===== src/include/pxg_pkg.sv =====
package pxg_pkg;

    // Register addresses on the special function register bus
    localparam logic [7:0] ADDR_P0_LATCH     = 8'h80;
    localparam logic [7:0] ADDR_P1_LATCH     = 8'h90;
    localparam logic [7:0] ADDR_P0_OUT_MODE  = 8'ha4;
    localparam logic [7:0] ADDR_P0_OVERDRIVE = 8'hb0;
    localparam logic [7:0] ADDR_P1_MASK      = 8'hbf;
    localparam logic [7:0] ADDR_P0_MASK      = 8'hc7;
    localparam logic [7:0] ADDR_P1_MATCH     = 8'hcf;
    localparam logic [7:0] ADDR_P0_SKIP      = 8'hd4;
    localparam logic [7:0] ADDR_P0_MATCH     = 8'hd7;
    localparam logic [7:0] ADDR_XBAR_CTL     = 8'he2;
    localparam logic [7:0] ADDR_P0_IN_MODE   = 8'hf1;

    // Bit-address block of each bit-addressable port (bit address bits 7:3)
    localparam logic [4:0] BIT_BLOCK_P0 = 5'h10;
    localparam logic [4:0] BIT_BLOCK_P1 = 5'h12;

    // Reset values
    localparam logic [7:0] RST_LATCH     = 8'hff;
    localparam logic [7:0] RST_OUT_MODE  = 8'h00;
    localparam logic [7:0] RST_OVERDRIVE = 8'h00;
    localparam logic [7:0] RST_MASK      = 8'h00;
    localparam logic [7:0] RST_MATCH     = 8'hff;
    localparam logic [7:0] RST_XBAR_CTL  = 8'h00;
    localparam logic [7:0] RST_IN_MODE   = 8'hff;
    localparam logic [7:0] RST_SKIP      = 8'h00;
    localparam logic [7:0] READ_UNMAPPED = 8'h00;

    // Crossbar control field positions
    localparam int XBC_PULLUP_DIS = 7;
    localparam int XBC_XBAR_EN    = 6;
    localparam int XBC_T1_ROUTE   = 5;
    localparam int XBC_T0_ROUTE   = 4;
    localparam int XBC_CNT_ROUTE  = 3;
    localparam int XBC_CEX_MSB    = 2;
    localparam int XBC_CEX_LSB    = 0;
    localparam logic [2:0] CEX_CODE_MAX = 3'h6;

    // Sizes
    localparam int PORT_W    = 8;
    localparam int PIN_COUNT = 16;
    localparam int CEX_COUNT = 6;
    localparam logic [4:0] SMB_PIN_COUNT = 5'h02;

    // Function that the crossbar gives a pin
    typedef enum logic [2:0] {
        SEL_GPIO = 3'h0,
        SEL_SDA  = 3'h1,
        SEL_SCL  = 3'h3,
        SEL_CEX  = 3'h2,
        SEL_CNT  = 3'h6,
        SEL_T0   = 3'h7,
        SEL_T1   = 3'h5
    } pxg_sel_t;

endpackage


===== src/rtl/pxg_port_crossbar.sv =====
`timescale 1ns/10ps
// Contract
// Pullup-disable 0 enables weak pullups except analog pins; 1 disables all.
// Crossbar enable bit turns peripheral routing to pins on and off.
// Timer 1 input routing bit gives timer 1 input a pin, else none.
// Timer 0 input routing bit gives timer 0 input a pin, else none.
// Count input routing bit gives counter-array count input a pin, else none.
// Compare field routes modules 0..N-1 for codes 1..6; 0 and 7 route none.
// Port latches reachable as whole bytes and as single bits.
// Port writes stored in the latch, held until written again.
// Ordinary port read returns pin levels whatever the crossbar assignment.
// Read-modify-write accesses read the latch, not the pins.
// Match event when masked pins differ from masked match value, either port.
// Match event requests interrupt when enabled and can wake the oscillator.
// Latch 0 drives low; 1 drives high or floats when open-drain.
// Analog pins read 0; digital pins read the pin level.
// Input-mode 0 makes pin analog: no pullup, driver or receiver.
// Output-mode 0 open-drain, 1 push-pull; ignored for analog pins.
// Two-wire data and clock pins always open-drain.
// Skip bit 1 makes the crossbar pass over that pin.
// Mask bit 0 removes the pin from the match comparison.
// Overdrive select bit per pin: 0 normal, 1 high-impedance; reset 0. Only port 0 pins have one here.
// Software writes latch 1 on pins it puts in analog mode.
// Crossbar disabled keeps all pins inputs with drivers off.
// Each selected peripheral gets the lowest free, unskipped pin in priority.
// Pullup off on pins driving low; pullups only on open-drain pins. Push-pull pins here also get one while the crossbar is disabled.
// Pin levels pass a two-stage synchroniser before reads and matching.
module pxg_port_crossbar (
    // Clock and reset
    input  wire logic        sys_clk,
    input  wire logic        rst,
    // Byte access on the register bus
    input  wire logic [7:0]  sfrAddr,
    input  wire logic        sfrWrEn,
    input  wire logic [7:0]  sfrWrData,
    input  wire logic        sfrRdEn,
    input  wire logic        sfrRmw,
    output logic      [7:0]  sfrRdData,
    // Bit access on the register bus
    input  wire logic [7:0]  bitAddr,
    input  wire logic        bitWrEn,
    input  wire logic        bitWrData,
    input  wire logic        bitRdEn,
    input  wire logic        bitRmw,
    output logic             bitRdData,
    // Pins: port 0 in bits 7:0, port 1 in bits 15:8; overdrive select covers port 0 only
    input  wire logic [15:0] pinIn,
    output logic      [15:0] pinOut,
    output logic      [15:0] pinOeN,
    output logic      [15:0] pinPullupEn,
    output logic      [7:0]  pinOverdriveHiZ,
    // Peripherals routed through the crossbar
    input  wire logic        smbRouteEn,
    input  wire logic        smbDataOut,
    input  wire logic        smbClkOut,
    input  wire logic [5:0]  cexOut,
    output logic             smbDataIn,
    output logic             smbClkIn,
    output logic             counterCountIn,
    output logic             timer0In,
    output logic             timer1In,
    // Port match
    input  wire logic        portMatchIrqEnable,
    output logic             portMatchEvent,
    output logic             portMatchIrq,
    output logic             oscWakeReq
);

    // Configuration and latch registers
    logic [7:0] p0Latch_reg;
    logic [7:0] p1Latch_reg;
    logic [7:0] p0OutMode_reg;
    logic [7:0] p0Overdrive_reg;
    logic [7:0] port0_match_mask_reg;
    logic [7:0] p0Match_reg;
    logic [7:0] port1_match_mask_reg;
    logic [7:0] port1_match_value_reg;
    logic [7:0] port0_skip_select_reg;
    logic [7:0] xbarCtl_reg;
    logic [7:0] p0InMode_reg;
    logic [7:0] p0Latch_next;
    logic [7:0] p1Latch_next;

    // Synchronised pins and derived read values
    logic [15:0] pinSync;
    logic [15:0] pinRead;
    logic [15:0] latchAll;
    logic [15:0] digitalAll;
    logic [15:0] pushPullAll;
    logic [15:0] skipAll;

    pxg_sync2 #(
        .WIDTH   (pxg_pkg::PIN_COUNT)
    ) u_pin_sync (
        .sys_clk (sys_clk),
        .rst     (rst),
        .asyncIn (pinIn),
        .syncOut (pinSync)
    );

    // Port 1 configuration lives outside this block: digital, open-drain, unskipped
    assign latchAll    = {p1Latch_reg, p0Latch_reg};
    assign digitalAll  = {8'hff, p0InMode_reg};
    assign pushPullAll = {8'h00, p0OutMode_reg};
    assign skipAll     = {8'h00, port0_skip_select_reg};
    assign pinRead     = pinSync & digitalAll;

    // Crossbar control fields
    logic       pullupDis;
    logic       xbarEn;
    logic       t1Route;
    logic       t0Route;
    logic       cntRoute;
    logic [2:0] cexCode;
    logic [4:0] smbN;
    logic [4:0] cexEnd;
    logic [4:0] cntPos;
    logic [4:0] t0Pos;
    logic [4:0] t1Pos;

    assign pullupDis = xbarCtl_reg[pxg_pkg::XBC_PULLUP_DIS];
    assign xbarEn    = xbarCtl_reg[pxg_pkg::XBC_XBAR_EN];
    assign t1Route   = xbarCtl_reg[pxg_pkg::XBC_T1_ROUTE];
    assign t0Route   = xbarCtl_reg[pxg_pkg::XBC_T0_ROUTE];
    assign cntRoute  = xbarCtl_reg[pxg_pkg::XBC_CNT_ROUTE];
    assign cexCode   = xbarCtl_reg[pxg_pkg::XBC_CEX_MSB:pxg_pkg::XBC_CEX_LSB];

    // Priority slots: two-wire pair, compare outputs, count input, timer 0, timer 1
    assign smbN   = smbRouteEn ? pxg_pkg::SMB_PIN_COUNT : 5'h00;
    assign cexEnd = 5'(smbN + ((cexCode <= pxg_pkg::CEX_CODE_MAX) ? {2'h0, cexCode} : 5'h00));
    assign cntPos = cexEnd;
    assign t0Pos  = 5'(cntPos + {4'h0, cntRoute});
    assign t1Pos  = 5'(t0Pos + {4'h0, t0Route});

    // Pin assignment by rank among unskipped pins
    pxg_pkg::pxg_sel_t pinSel [pxg_pkg::PIN_COUNT];
    logic [2:0]        pinCex [pxg_pkg::PIN_COUNT];

    // Rank counts only unskipped pins, so a skipped pin never consumes a slot
    always_comb begin
        logic [4:0] rank;
        rank = 5'h00;
        for (int i = 0; i < pxg_pkg::PIN_COUNT; i++) begin
            pinSel[i] = pxg_pkg::SEL_GPIO;
            pinCex[i] = 3'h0;
            if (xbarEn && !skipAll[i]) begin
                if (rank < smbN) begin
                    pinSel[i] = (rank == 5'h00) ? pxg_pkg::SEL_SDA : pxg_pkg::SEL_SCL;
                end else if (rank < cexEnd) begin
                    pinSel[i] = pxg_pkg::SEL_CEX;
                    pinCex[i] = 3'(rank - smbN);
                end else if (cntRoute && rank == cntPos) begin
                    pinSel[i] = pxg_pkg::SEL_CNT;
                end else if (t0Route && rank == t0Pos) begin
                    pinSel[i] = pxg_pkg::SEL_T0;
                end else if (t1Route && rank == t1Pos) begin
                    pinSel[i] = pxg_pkg::SEL_T1;
                end
                rank = 5'(rank + 5'h01);
            end
        end
    end

    // Pin drive, enable and pullup for the next cycle
    logic [15:0] pinOut_next;
    logic [15:0] pinOeN_next;
    logic [15:0] pullup_next;

    always_comb begin
        logic val;
        logic isSmb;
        logic drive;
        val   = 1'b1;
        isSmb = 1'b0;
        drive = 1'b0;
        for (int i = 0; i < pxg_pkg::PIN_COUNT; i++) begin
            isSmb = (pinSel[i] == pxg_pkg::SEL_SDA) || (pinSel[i] == pxg_pkg::SEL_SCL);
            case (pinSel[i])
                pxg_pkg::SEL_SDA: val = smbDataOut;
                pxg_pkg::SEL_SCL: val = smbClkOut;
                pxg_pkg::SEL_CEX: val = cexOut[pinCex[i]];
                default:          val = latchAll[i];
            endcase
            // Low driven on digital pins while the crossbar is enabled; high only when push-pull and not a two-wire pin
            drive = xbarEn && digitalAll[i]
                    && (!val || (pushPullAll[i] && !isSmb));
            pinOut_next[i] = val;
            pinOeN_next[i] = !drive;
            // Released open-drain and undriven inputs get the pullup; driven pins never
            pullup_next[i] = !pullupDis && digitalAll[i] && !drive;
        end
    end

    // Peripheral inputs taken from their assigned pins
    logic sda_next;
    logic scl_next;
    logic cnt_next;
    logic t0_next;
    logic t1_next;

    // Unrouted inputs read 0, except the two-wire pair which idles high
    always_comb begin
        sda_next = 1'b1;
        scl_next = 1'b1;
        cnt_next = 1'b0;
        t0_next  = 1'b0;
        t1_next  = 1'b0;
        for (int i = 0; i < pxg_pkg::PIN_COUNT; i++) begin
            case (pinSel[i])
                pxg_pkg::SEL_SDA: sda_next = pinRead[i];
                pxg_pkg::SEL_SCL: scl_next = pinRead[i];
                pxg_pkg::SEL_CNT: cnt_next = pinRead[i];
                pxg_pkg::SEL_T0:  t0_next  = pinRead[i];
                pxg_pkg::SEL_T1:  t1_next  = pinRead[i];
                default:          ;
            endcase
        end
    end

    // Write strobes and bit-read selects
    logic wrP0;
    logic wrP1;
    logic bitWrP0;
    logic bitWrP1;
    logic bitRdP0;
    logic bitRdP1;
    logic [2:0] bitIdx;

    assign wrP0    = sfrWrEn && sfrAddr == pxg_pkg::ADDR_P0_LATCH;
    assign wrP1    = sfrWrEn && sfrAddr == pxg_pkg::ADDR_P1_LATCH;
    assign bitIdx  = bitAddr[2:0];
    assign bitWrP0 = bitWrEn && bitAddr[7:3] == pxg_pkg::BIT_BLOCK_P0;
    assign bitWrP1 = bitWrEn && bitAddr[7:3] == pxg_pkg::BIT_BLOCK_P1;
    assign bitRdP0 = bitAddr[7:3] == pxg_pkg::BIT_BLOCK_P0;
    assign bitRdP1 = bitAddr[7:3] == pxg_pkg::BIT_BLOCK_P1;

    // Byte write wins over a bit write to the same latch in the same cycle
    always_comb begin
        p0Latch_next = p0Latch_reg;
        p1Latch_next = p1Latch_reg;
        if (bitWrP0) p0Latch_next[bitIdx] = bitWrData;
        if (bitWrP1) p1Latch_next[bitIdx] = bitWrData;
        if (wrP0) p0Latch_next = sfrWrData;
        if (wrP1) p1Latch_next = sfrWrData;
    end

    // Byte read select: latch for read-modify-write, pins otherwise
    logic [7:0] rdSel;
    logic       bitRdSel;

    assign rdSel =
        (sfrAddr == pxg_pkg::ADDR_P0_LATCH)     ? (sfrRmw ? p0Latch_reg : pinRead[7:0]) :
        (sfrAddr == pxg_pkg::ADDR_P1_LATCH)     ? (sfrRmw ? p1Latch_reg : pinRead[15:8]) :
        (sfrAddr == pxg_pkg::ADDR_P0_OUT_MODE)  ? p0OutMode_reg :
        (sfrAddr == pxg_pkg::ADDR_P0_OVERDRIVE) ? p0Overdrive_reg :
        (sfrAddr == pxg_pkg::ADDR_P1_MASK)      ? port1_match_mask_reg :
        (sfrAddr == pxg_pkg::ADDR_P0_MASK)      ? port0_match_mask_reg :
        (sfrAddr == pxg_pkg::ADDR_P1_MATCH)     ? port1_match_value_reg :
        (sfrAddr == pxg_pkg::ADDR_P0_SKIP)      ? port0_skip_select_reg :
        (sfrAddr == pxg_pkg::ADDR_P0_MATCH)     ? p0Match_reg :
        (sfrAddr == pxg_pkg::ADDR_XBAR_CTL)     ? xbarCtl_reg :
        (sfrAddr == pxg_pkg::ADDR_P0_IN_MODE)   ? p0InMode_reg :
        pxg_pkg::READ_UNMAPPED;
    assign bitRdSel =
        bitRdP0 ? (bitRmw ? p0Latch_reg[bitIdx] : pinRead[bitIdx]) :
        bitRdP1 ? (bitRmw ? p1Latch_reg[bitIdx] : pinRead[{1'b1, bitIdx}]) :
        1'b0;

    // Masked comparison of both ports; a level, live while the mismatch lasts
    logic matchNow;
    assign matchNow = ((pinRead[7:0] & port0_match_mask_reg) != (p0Match_reg & port0_match_mask_reg))
                   || ((pinRead[15:8] & port1_match_mask_reg) != (port1_match_value_reg & port1_match_mask_reg));

    // Latches and configuration registers
    always_ff @(posedge sys_clk) begin
        if (rst) begin
            p0Latch_reg <= pxg_pkg::RST_LATCH;
            p1Latch_reg <= pxg_pkg::RST_LATCH;
        end else begin
            p0Latch_reg <= p0Latch_next;
            p1Latch_reg <= p1Latch_next;
        end
    end

    always_ff @(posedge sys_clk) begin
        if (rst) begin
            p0OutMode_reg   <= pxg_pkg::RST_OUT_MODE;
            p0Overdrive_reg <= pxg_pkg::RST_OVERDRIVE;
            port0_match_mask_reg      <= pxg_pkg::RST_MASK;
            p0Match_reg     <= pxg_pkg::RST_MATCH;
            port1_match_mask_reg      <= pxg_pkg::RST_MASK;
            port1_match_value_reg     <= pxg_pkg::RST_MATCH;
            port0_skip_select_reg      <= pxg_pkg::RST_SKIP;
            xbarCtl_reg     <= pxg_pkg::RST_XBAR_CTL;
            p0InMode_reg    <= pxg_pkg::RST_IN_MODE;
        end else if (sfrWrEn) begin
            case (sfrAddr)
                pxg_pkg::ADDR_P0_OUT_MODE:  p0OutMode_reg   <= sfrWrData;
                pxg_pkg::ADDR_P0_OVERDRIVE: p0Overdrive_reg <= sfrWrData;
                pxg_pkg::ADDR_P0_MASK:      port0_match_mask_reg      <= sfrWrData;
                pxg_pkg::ADDR_P0_MATCH:     p0Match_reg     <= sfrWrData;
                pxg_pkg::ADDR_P1_MASK:      port1_match_mask_reg      <= sfrWrData;
                pxg_pkg::ADDR_P1_MATCH:     port1_match_value_reg     <= sfrWrData;
                pxg_pkg::ADDR_P0_SKIP:      port0_skip_select_reg      <= sfrWrData;
                pxg_pkg::ADDR_XBAR_CTL:     xbarCtl_reg     <= sfrWrData;
                pxg_pkg::ADDR_P0_IN_MODE:   p0InMode_reg    <= sfrWrData;
                default:                    ;
            endcase
        end
    end

    // Read data are registered: answer one edge after the strobe, held until the next read
    always_ff @(posedge sys_clk) begin
        if (rst) begin
            sfrRdData <= pxg_pkg::READ_UNMAPPED;
            bitRdData <= 1'b0;
        end else begin
            if (sfrRdEn) sfrRdData <= rdSel;
            if (bitRdEn) bitRdData <= bitRdSel;
        end
    end

    // Pin and peripheral outputs; reset leaves every pin an undriven input
    always_ff @(posedge sys_clk) begin
        if (rst) begin
            pinOut          <= 16'hffff;
            pinOeN          <= 16'hffff;
            pinPullupEn     <= 16'h0000;
            pinOverdriveHiZ <= pxg_pkg::RST_OVERDRIVE;
            smbDataIn       <= 1'b1;
            smbClkIn        <= 1'b1;
            counterCountIn  <= 1'b0;
            timer0In        <= 1'b0;
            timer1In        <= 1'b0;
        end else begin
            pinOut          <= pinOut_next;
            pinOeN          <= pinOeN_next;
            pinPullupEn     <= pullup_next;
            pinOverdriveHiZ <= p0Overdrive_reg;
            smbDataIn       <= sda_next;
            smbClkIn        <= scl_next;
            counterCountIn  <= cnt_next;
            timer0In        <= t0_next;
            timer1In        <= t1_next;
        end
    end

    // Match event, gated interrupt request and oscillator wake
    always_ff @(posedge sys_clk) begin
        if (rst) begin
            portMatchEvent <= 1'b0;
            portMatchIrq   <= 1'b0;
            oscWakeReq     <= 1'b0;
        end else begin
            portMatchEvent <= matchNow;
            portMatchIrq   <= matchNow && portMatchIrqEnable;
            oscWakeReq     <= matchNow;
        end
    end

    // Checks
    AST_PULLUP_DISABLED: assert property (
        @(posedge sys_clk) disable iff (rst)
        pullupDis |=> (pinPullupEn == 16'h0000))
        else $error("pullup active while pullups disabled");

    AST_XBAR_OFF_NO_DRIVE: assert property (
        @(posedge sys_clk) disable iff (rst)
        !xbarEn |=> (pinOeN == 16'hffff))
        else $error("pin driven while crossbar disabled");

    AST_ANALOG_READS_ZERO: assert property (
        @(posedge sys_clk) disable iff (rst)
        (sfrRdEn && sfrAddr == pxg_pkg::ADDR_P0_LATCH && !sfrRmw)
        |=> ((sfrRdData & ~$past(p0InMode_reg)) == 8'h00))
        else $error("analog pin read as nonzero");

    AST_PIN_READ_SYNCED: assert property (
        @(posedge sys_clk) disable iff (rst)
        (sfrRdEn && sfrAddr == pxg_pkg::ADDR_P0_LATCH && !sfrRmw) ##1 !$past(rst, 3)
        |-> (sfrRdData == ($past(pinIn[7:0], 3) & $past(p0InMode_reg))))
        else $error("port read not the synchronised pin level");

    AST_RMW_READS_LATCH: assert property (
        @(posedge sys_clk) disable iff (rst)
        (sfrRdEn && sfrAddr == pxg_pkg::ADDR_P1_LATCH && sfrRmw)
        |=> (sfrRdData == $past(p1Latch_reg)))
        else $error("read-modify-write did not read the latch");

    AST_LATCH_HOLDS_WRITE: assert property (
        @(posedge sys_clk) disable iff (rst)
        (wrP0 ##1 (!sfrWrEn && !bitWrEn)) |=> (p0Latch_reg == $past(sfrWrData, 2)))
        else $error("latch lost written value");

    AST_MASK_ZERO_NO_EVENT: assert property (
        @(posedge sys_clk) disable iff (rst)
        (port0_match_mask_reg == 8'h00 && port1_match_mask_reg == 8'h00) |=> !portMatchEvent)
        else $error("match event with all pins masked");

    AST_IRQ_NEEDS_EVENT: assert property (
        @(posedge sys_clk) disable iff (rst)
        portMatchIrq |-> (portMatchEvent && oscWakeReq && $past(portMatchIrqEnable)))
        else $error("interrupt without enabled match event");

    AST_SMB_OPEN_DRAIN: assert property (
        @(posedge sys_clk) disable iff (rst)
        (pinSel[0] == pxg_pkg::SEL_SDA && smbDataOut) |=> pinOeN[0])
        else $error("two-wire pin driven high");

    AST_LATCH_LOW_DRIVES: assert property (
        @(posedge sys_clk) disable iff (rst)
        (xbarEn && p0InMode_reg[0] && pinSel[0] == pxg_pkg::SEL_GPIO && !p0Latch_reg[0])
        |=> (!pinOeN[0] && !pinOut[0]))
        else $error("latch 0 did not drive pin low");

    AST_FIRST_PIN_SDA: assert property (
        @(posedge sys_clk) disable iff (rst)
        (xbarEn && smbRouteEn && !port0_skip_select_reg[0]) |-> (pinSel[0] == pxg_pkg::SEL_SDA))
        else $error("two-wire data not on lowest free pin");

endmodule


===== src/rtl/pxg_sync2.sv =====
`timescale 1ns/10ps
module pxg_sync2 #(
    parameter int WIDTH = 16
) (
    // Clock and reset
    input  wire logic             sys_clk,
    input  wire logic             rst,
    // Asynchronous levels in, synchronised levels out
    input  wire logic [WIDTH-1:0] asyncIn,
    output logic      [WIDTH-1:0] syncOut
);

    logic [WIDTH-1:0] stage1_reg;

    // Two stages; only the second stage reads the first
    always_ff @(posedge sys_clk) begin
        if (rst) begin
            stage1_reg <= '0;
            syncOut    <= '0;
        end else begin
            stage1_reg <= asyncIn;
            syncOut    <= stage1_reg;
        end
    end

endmodule


===== config.mk =====
export PLATFORM = sky130hd
export DESIGN_NAME = pxg_port_crossbar
export DESIGN_NICKNAME = d
export VERILOG_FILES = /design/src/include/pxg_pkg.sv /design/src/rtl/pxg_port_crossbar.sv /design/src/rtl/pxg_sync2.sv
export SDC_FILE = /design/constraint.sdc
export NUM_CORES = 1
export LEC_CHECK = 0
export BUFFER_PORTS_ARGS = -buffer_cell sky130_fd_sc_hd__buf_2
export CELL_PAD_IN_SITES_DETAIL_PLACEMENT = 0
export CELL_PAD_IN_SITES_GLOBAL_PLACEMENT = 1
export CORE_MARGIN = 2
export CORE_UTILIZATION = 46
export CTS_CLUSTER_DIAMETER = 30
export DETAILED_ROUTE_END_ITERATION = 10
export GPL_ROUTABILITY_DRIVEN = 0
export HOLD_SLACK_MARGIN = 0.15
export PLACE_DENSITY = 0.92
export SYNTH_ARGS = -nofsm -noshare
export SYNTH_HDL_FRONTEND = slang
export SYNTH_SLANG_ARGS = --single-unit

===== constraint.sdc =====
create_clock -name sys_clk -period 15 [get_ports sys_clk]
set_input_delay 1.5 -clock sys_clk [delete_from_list [all_inputs] [get_ports sys_clk]]
set_output_delay 1.5 -clock sys_clk [all_outputs]
set_load 0.01 [all_outputs]

Word level (Yosys, flattened, before mapping) --
Index checks and enable logic that the tools add are counted.
Storage, ports and cells: bits in registers 192, bits in latches 0, RAM bits 0, memory bits (read-only) 0, input bits 59, output and inout bits 73, word-level logic and storage cells 823, memories 0
Cells by class: $add $sub $neg 33, $mul 0, div/mod/pow operators 0, magnitude comparators 53, eq/ne operators 156, shift operators 0, mux-type cells 337, bitwise logic cells 5, reductions and logical operators 213
Operators by type and width (number):
- two-way mux 3 bit | 145
- equality test 5 bit | 30
- equality test 3 bit, second input constant | 48
- two-way mux 8 bit | 17
- logical AND 1 bit | 118
- two-way mux 1 bit | 106
- equality test 3 x 2 -> 1 bit, second input constant | 32
- logical NOT 5 bit | 18
- equality test 8 bit, second input constant | 11
- equality test 5 x 4 -> 1 bit | 15
- < comparator 5 x 2 -> 1 bit | 15
- < comparator 5 x 4 -> 1 bit | 15
- adder 5 x 1 -> 5 bit, second input constant | 14
- two-way mux 5 bit | 14
- < comparator 3 x 4 -> 1 bit, second input constant | 17
- binary-select mux 1 bit (select 3 bit) | 20
- logical NOT 1 bit | 49
- equality test 3 x 1 -> 1 bit, second input constant | 16
- case mux 1 bit (3 select lines) | 16
- subtractor 3 x 2 -> 3 bit | 15
- AND 8 bit | 4
- two-way mux 2 bit | 16
- AND reduction 2 bit | 9
- logical OR 1 bit | 17
- 16 further kinds | 20

Depth between registers and ports, before layout --
word-level depth 45, mapped depth 55, mapped depth without buffers 45

Cells and area by module --
From an unflattened synthesis, not the netlist that was laid out.
Unflattened totals: cell total of the unflattened synthesis 2361, area total of the unflattened synthesis 18029.8 sq um
Modules (own cells, without submodules):
- pxg_port_crossbar | times used 1, cells an instance 2294, area each 17166.5 sq um, sequential area each 3203.1 sq um
- pxg_sync2 | times used 1, cells an instance 67, area each 863.3 sq um, sequential area each 640.6 sq um

Worst setup path after synthesis --
Ideal clock, no wire load.
path type reg2reg, from register xbarCtl_reg[6], to register timer1In, setup time 103 ps, arrival time 11378 ps, required time 14897 ps, setup slack 3518 ps, cell stages (with the launch flop) 53, path buffers 10, period minus slack after synthesis 11482 ps, cells stage by stage dfxtp_1 clkbuf_1 clkbuf_1 buf_2 clkbuf_1 nand2b_1 clkbuf_1 inv_1 ha_1 buf_2 buf_1 xnor2_1 inv_1 ha_1 or3b_1 o211a_4 inv_4 ha_1 [17 not listed] ha_1 inv_1 xnor3_1 xnor3_1 nor2_1 a21boi_2 xnor2_2 inv_1 buf_2 ha_1 a21o_1 nand2_1 o31a_1 a21oi_1 or3b_2 nor2_1 a211oi_1 a2111oi_2
Between the ends: longest elaborated chain between the ends 40, elaborated cells on any way between the ends 310, classes of those cells add/sub: 14; order compare: 30; eq/ne: 61; mux: 137; reduce/logical: 68
RTL lines:
- from (decl) | line pxg_port_crossbar.sv:79 | logic [7:0] xbarCtl_reg;
- from (signal assigned) | line pxg_port_crossbar.sv:294 | xbarCtl_reg <= pxg_pkg::RST_XBAR_CTL;
- from (signal assigned) | line pxg_port_crossbar.sv:305 | pxg_pkg::ADDR_XBAR_CTL: xbarCtl_reg <= sfrWrData;
- logical AND 1 bit | line pxg_port_crossbar.sv:146 | if (xbarEn && !skipAll[i]) begin
- two-way mux 1 bit | line pxg_port_crossbar.sv:146
- adder 5 x 1 -> 5 bit | line pxg_port_crossbar.sv:159 | rank = 5'(rank + 5'h01);
- two-way mux 5 bit | line pxg_port_crossbar.sv:146
- adder 5 x 1 -> 5 bit | line pxg_port_crossbar.sv:159
- two-way mux 5 bit | line pxg_port_crossbar.sv:146
- adder 5 x 1 -> 5 bit | line pxg_port_crossbar.sv:159
- two-way mux 5 bit | line pxg_port_crossbar.sv:146
- [24 not listed]
- two-way mux 3 bit | line pxg_port_crossbar.sv:156 | end else if (t1Route && rank == t1Pos) begin
- two-way mux 3 bit | line pxg_port_crossbar.sv:154 | end else if (t0Route && rank == t0Pos) begin
- two-way mux 3 bit | line pxg_port_crossbar.sv:152 | end else if (cntRoute && rank == cntPos) begin
- two-way mux 3 bit | line pxg_port_crossbar.sv:149 | end else if (rank < cexEnd) begin
- two-way mux 3 bit | line pxg_port_crossbar.sv:147 | if (rank < smbN) begin
- two-way mux 3 bit | line pxg_port_crossbar.sv:146
- equality test 3 bit | line pxg_port_crossbar.sv:209 | case (pinSel[i])
- two-way mux 1 bit (*) | line pxg_port_crossbar.sv:209
- to (signal assigned) | line pxg_port_crossbar.sv:344 | timer1In <= t1_next;
- to (decl) | line pxg_port_crossbar.sv:61 | output logic timer1In,
Every way passes the cells marked *; elsewhere a longest branch is shown, timed or not. A chain may end at the register's enable or synchronous reset.

Worst setup path in the final report --
Ends and elaborated chain as after synthesis.

==> out/qor.csv <==
stage,metric,value,unit
clock_network,CTS Buf Count,17,
synth,Post-synth EDFFs,0,
critical_path,critical path class,reg2reg,
critical_path,FF-to-FF path depth,43,
critical_path,CP max stage delay,0.73,ns
floorplan,die width,201,um
cells_and_area,layout cells sized above 1,11.5,%
synth,post-synth top area share,21.4,%
synth,"FFs w/ async S/R, synth",0,%
cells_and_area,Non-Filler Instances,2934,
clock_network,htree depth,4,
grt,GRT overflow,0,
clock_network,post-cts sizing count,0,
critical_path,Levels on crit path,43,
cells_and_area,storage element area,0.00385,mm2
grt,initial antenna violation count,1,
pwr,Leak,7.78,nW
critical_path,CP Data Arrival Time,12.77,ns
synth,synthesis-stage register bit count,192,
synth,largest family of logic cells by synthesized area,simple AND/OR/NAND/NOR gates,
routing,Vias/cell,6.73,
clock_network,"Hold-fix buffers, CTS",0,
synth,Mapped Avg Cell Area,7.56,um2
sta,min Tclk post-route,12.44,ns
synth,Synth Flop Type,dfxtp_1,
synth,dominant cell type by area after synthesis,dfxtp_1,
place,IO Port Bufs,131,
critical_path,Crit path max-delay family,compound AO/OA/AOI/OAI gates,
floorplan,full die area,0.0406,mm2
routing,WL/cell,24.6,um
routing,DRC Markers,0,
place,Placed Cells,2903,
critical_path,Setup crit start,xbarCtl_reg[6],
routing,DRT iter0 DRCs,3010,
sta,measured slew at the worst slew-check pin,1.14,ns
synth,syn nets,2517,
pwr,Power Dens Cells,56.0,mW/mm2
floorplan,Placeable Area,0.0386,mm2
floorplan,row count,72,
synth,Syn Std Cell Area,0.0179,mm2
critical_path,CP startpoint kind,flip-flop,
clock_network,clk_lat worst skew,0.45,ns
sta,final period utilization,82.9,%
synth,ranking of synthesized cells by area,"dfxtp_1, nand2_1, ha_1, xnor2_1, mux2i_1",
outcome,outcome,"complete, no violations",
synth,Post-Synth Adder-Cell Area,6.07,%
clock_network,clk buf depth,2,
critical_path,CP most frequent cell,ha_1,
sta,Max-slew headroom,23.3,%
cells_and_area,"Net count, final",2550,
clock_network,CTS tree,built,
grt,vias in the first global route,18123,
sta,Peak Freq,80.4,MHz
critical_path,nature of the critical path endpoint,flip-flop,
sta,setup violators final,0,
place,post-DP HPWL,54800,um
job,maxcap violations,0,
pwr,Max VDD drop,0.0971,mV
grt,Total GRT Usage,34.5,%
critical_path,WP buf/inv,7,
grt,first-pass GRT wire length,109000,um
critical_path,FF-to-FF Start,xbarCtl_reg[6],
synth,Synth Warn #,0,
floorplan,number of I/O pins,132,
cells_and_area,footprint of the multi-input gates,0.0132,mm2
sta,setup_tns,0,ns
routing,antenna-violating nets left,0,
critical_path,Reg2Reg Capture Point,timer1In,
floorplan,Starting Density,46.5,%
clock_network,Clock Sinks,192,
critical_path,Reg2Reg Setup Slack,2.56,ns
floorplan,Die H,201,um
clock_network,number of post-CTS setup repair buffers,0,
critical_path,Crit path required time,15.33,ns
synth,sequential area share after synthesis,21.4,%
cells_and_area,Layout area overhead,8.65,%
routing,via count,19732,
synth,Synth Area in Compound Gates,23.4,%
synth,mux cell area share after synthesis,5.92,%
sta,Final Max Slew Viols,0,
grt,largest net degree at the start of global routing,63,
routing,DR pass1 iterations,6,
synth,simple-gate share of the synthesized area,28.0,%
clock_network,"Reg clk slew, reported paths",0.08,ns
synth,number of distinct library cells after synthesis,113,
critical_path,CP max FO,50,
routing,Total Wirelength,72300,um
sta,Fin. Hold Viols,0,
hold_path,worst hold path class,reg2reg,
cells_and_area,fillers,3769,
synth,Synth Area in XOR/XNOR,10.2,%
critical_path,critical path endpoint,timer1In,
synth,Post-Syn Instances,2371,
sta,Worst Clk Skew,0.0133,ns
sta,RSZ-0062 raised after global routing,false,
critical_path,CP max stage cell,dfxtp_4,
clock_network,CTS root buf,clkbuf_16,
where the power goes:
group,leakage [nW],internal [mW],switching (mW)
logic,5.95,0.0416,0.0869
registers,1.56,0.517,0.00774
clock network,0.269,0.232,0.206
cell usage after synthesis (26+ instances only):
cell / n
o211ai_1: 54
nand3_1: 133
mux2i_1: 79
nor3_1: 59
nand2b_1: 42
nor2b_1: 60
nor2_1: 169
a21o_1: 31
inv_1: 78
o21ai_0: 107
clkbuf_1: 120
dfxtp_1: 192
nand2_1: 310
nor4_1: 26
a211oi_1: 29
nand4_1: 33
xnor2_1: 100
ha_1: 87
a21oi_1: 143
kinds of logic (layout without fill, tap and decap cells):
kind of cell,count (synthesis),after routing
flip-flops,192,192
AO/OA/AOI/OAI,604,604
buffers and inverters,232,276
other,1,2
adder cells (fa/ha/maj),87,87
multiplexers,96,96
XOR/XNOR,156,156
AND/OR/NAND/NOR,1003,1003
through the flow:
step | total power, mW | hold WS (ns) | setup WS, ns | instance area, um2 | util, %
after floorplan | 0.611 | 0.414 | 3.52 | 17900 | -
final | 1.09 | 0.437 | 2.56 | 19500 | 50.5
after global placement | 0.657 | 0.420 | 3.62 | 18900 | 49.1
after global routing | 1.12 | 0.455 | 1.74 | 19500 | 50.5
after CTS | 1.09 | 0.438 | 2.95 | 19500 | 50.5
after detailed placement | 0.659 | 0.423 | 2.98 | 18900 | 49.1
area by class of cell:
| type | count | share of cell area [%] |
|---|---|---|
| Multi-Input combinational cell | 1947 | 67.9 |
| Sequential cell | 192 | 19.7 |
| Timing Repair Buffer | 158 | 4.42 |
| Tap cell | 518 | 3.33 |
| Clock buffer | 18 | 2.20 |
| Inverter | 88 | 1.71 |
| Clock inverter | 12 | 0.655 |
| Antenna cell | 1 | 0.0128 |
layout by cell type (no fill, tap or decap), types with 25 or more instances in the layout:
master and count:
nand3_1 133, nor2b_1 60, buf_4 28, a21o_1 31, inv_1 78, nand2b_1 42
a211oi_1 29, nand2_1 310, a21oi_1 143, nand4_1 33, nor2_1 169, dfxtp_1 191
buf_2 130, mux2i_1 79, o211ai_1 54, o21ai_0 107, nor3_1 59, ha_1 87
xnor2_1 98, and2_1 25
per-layer routing:
layer  global-route usage (%)  share of wire, %
met1                     43.2                37
met2                     51.9                42
met3                     7.69                12
met4                     25.6               8.4
met5                        0                 0
how the worst min path moves through the flow:
stage	startpoint	endpoint	slack, ns	cells past startpoint
2_1_floorplan	p0InMode_reg[7]	pinOeN[7]	0.41	1
3_3_place_gp	u_pin_sync.stage1_reg[10]	u_pin_sync.syncOut[10]	0.42	1
3_5_place_dp	u_pin_sync.stage1_reg[9]	u_pin_sync.syncOut[9]	0.42	1
4_1_cts	u_pin_sync.stage1_reg[9]	u_pin_sync.syncOut[9]	0.44	1
5_1_grt	u_pin_sync.stage1_reg[6]	u_pin_sync.syncOut[6]	0.45	1
6_report	u_pin_sync.stage1_reg[9]	u_pin_sync.syncOut[9]	0.44	1
Power figures use the tool's default switching activity.
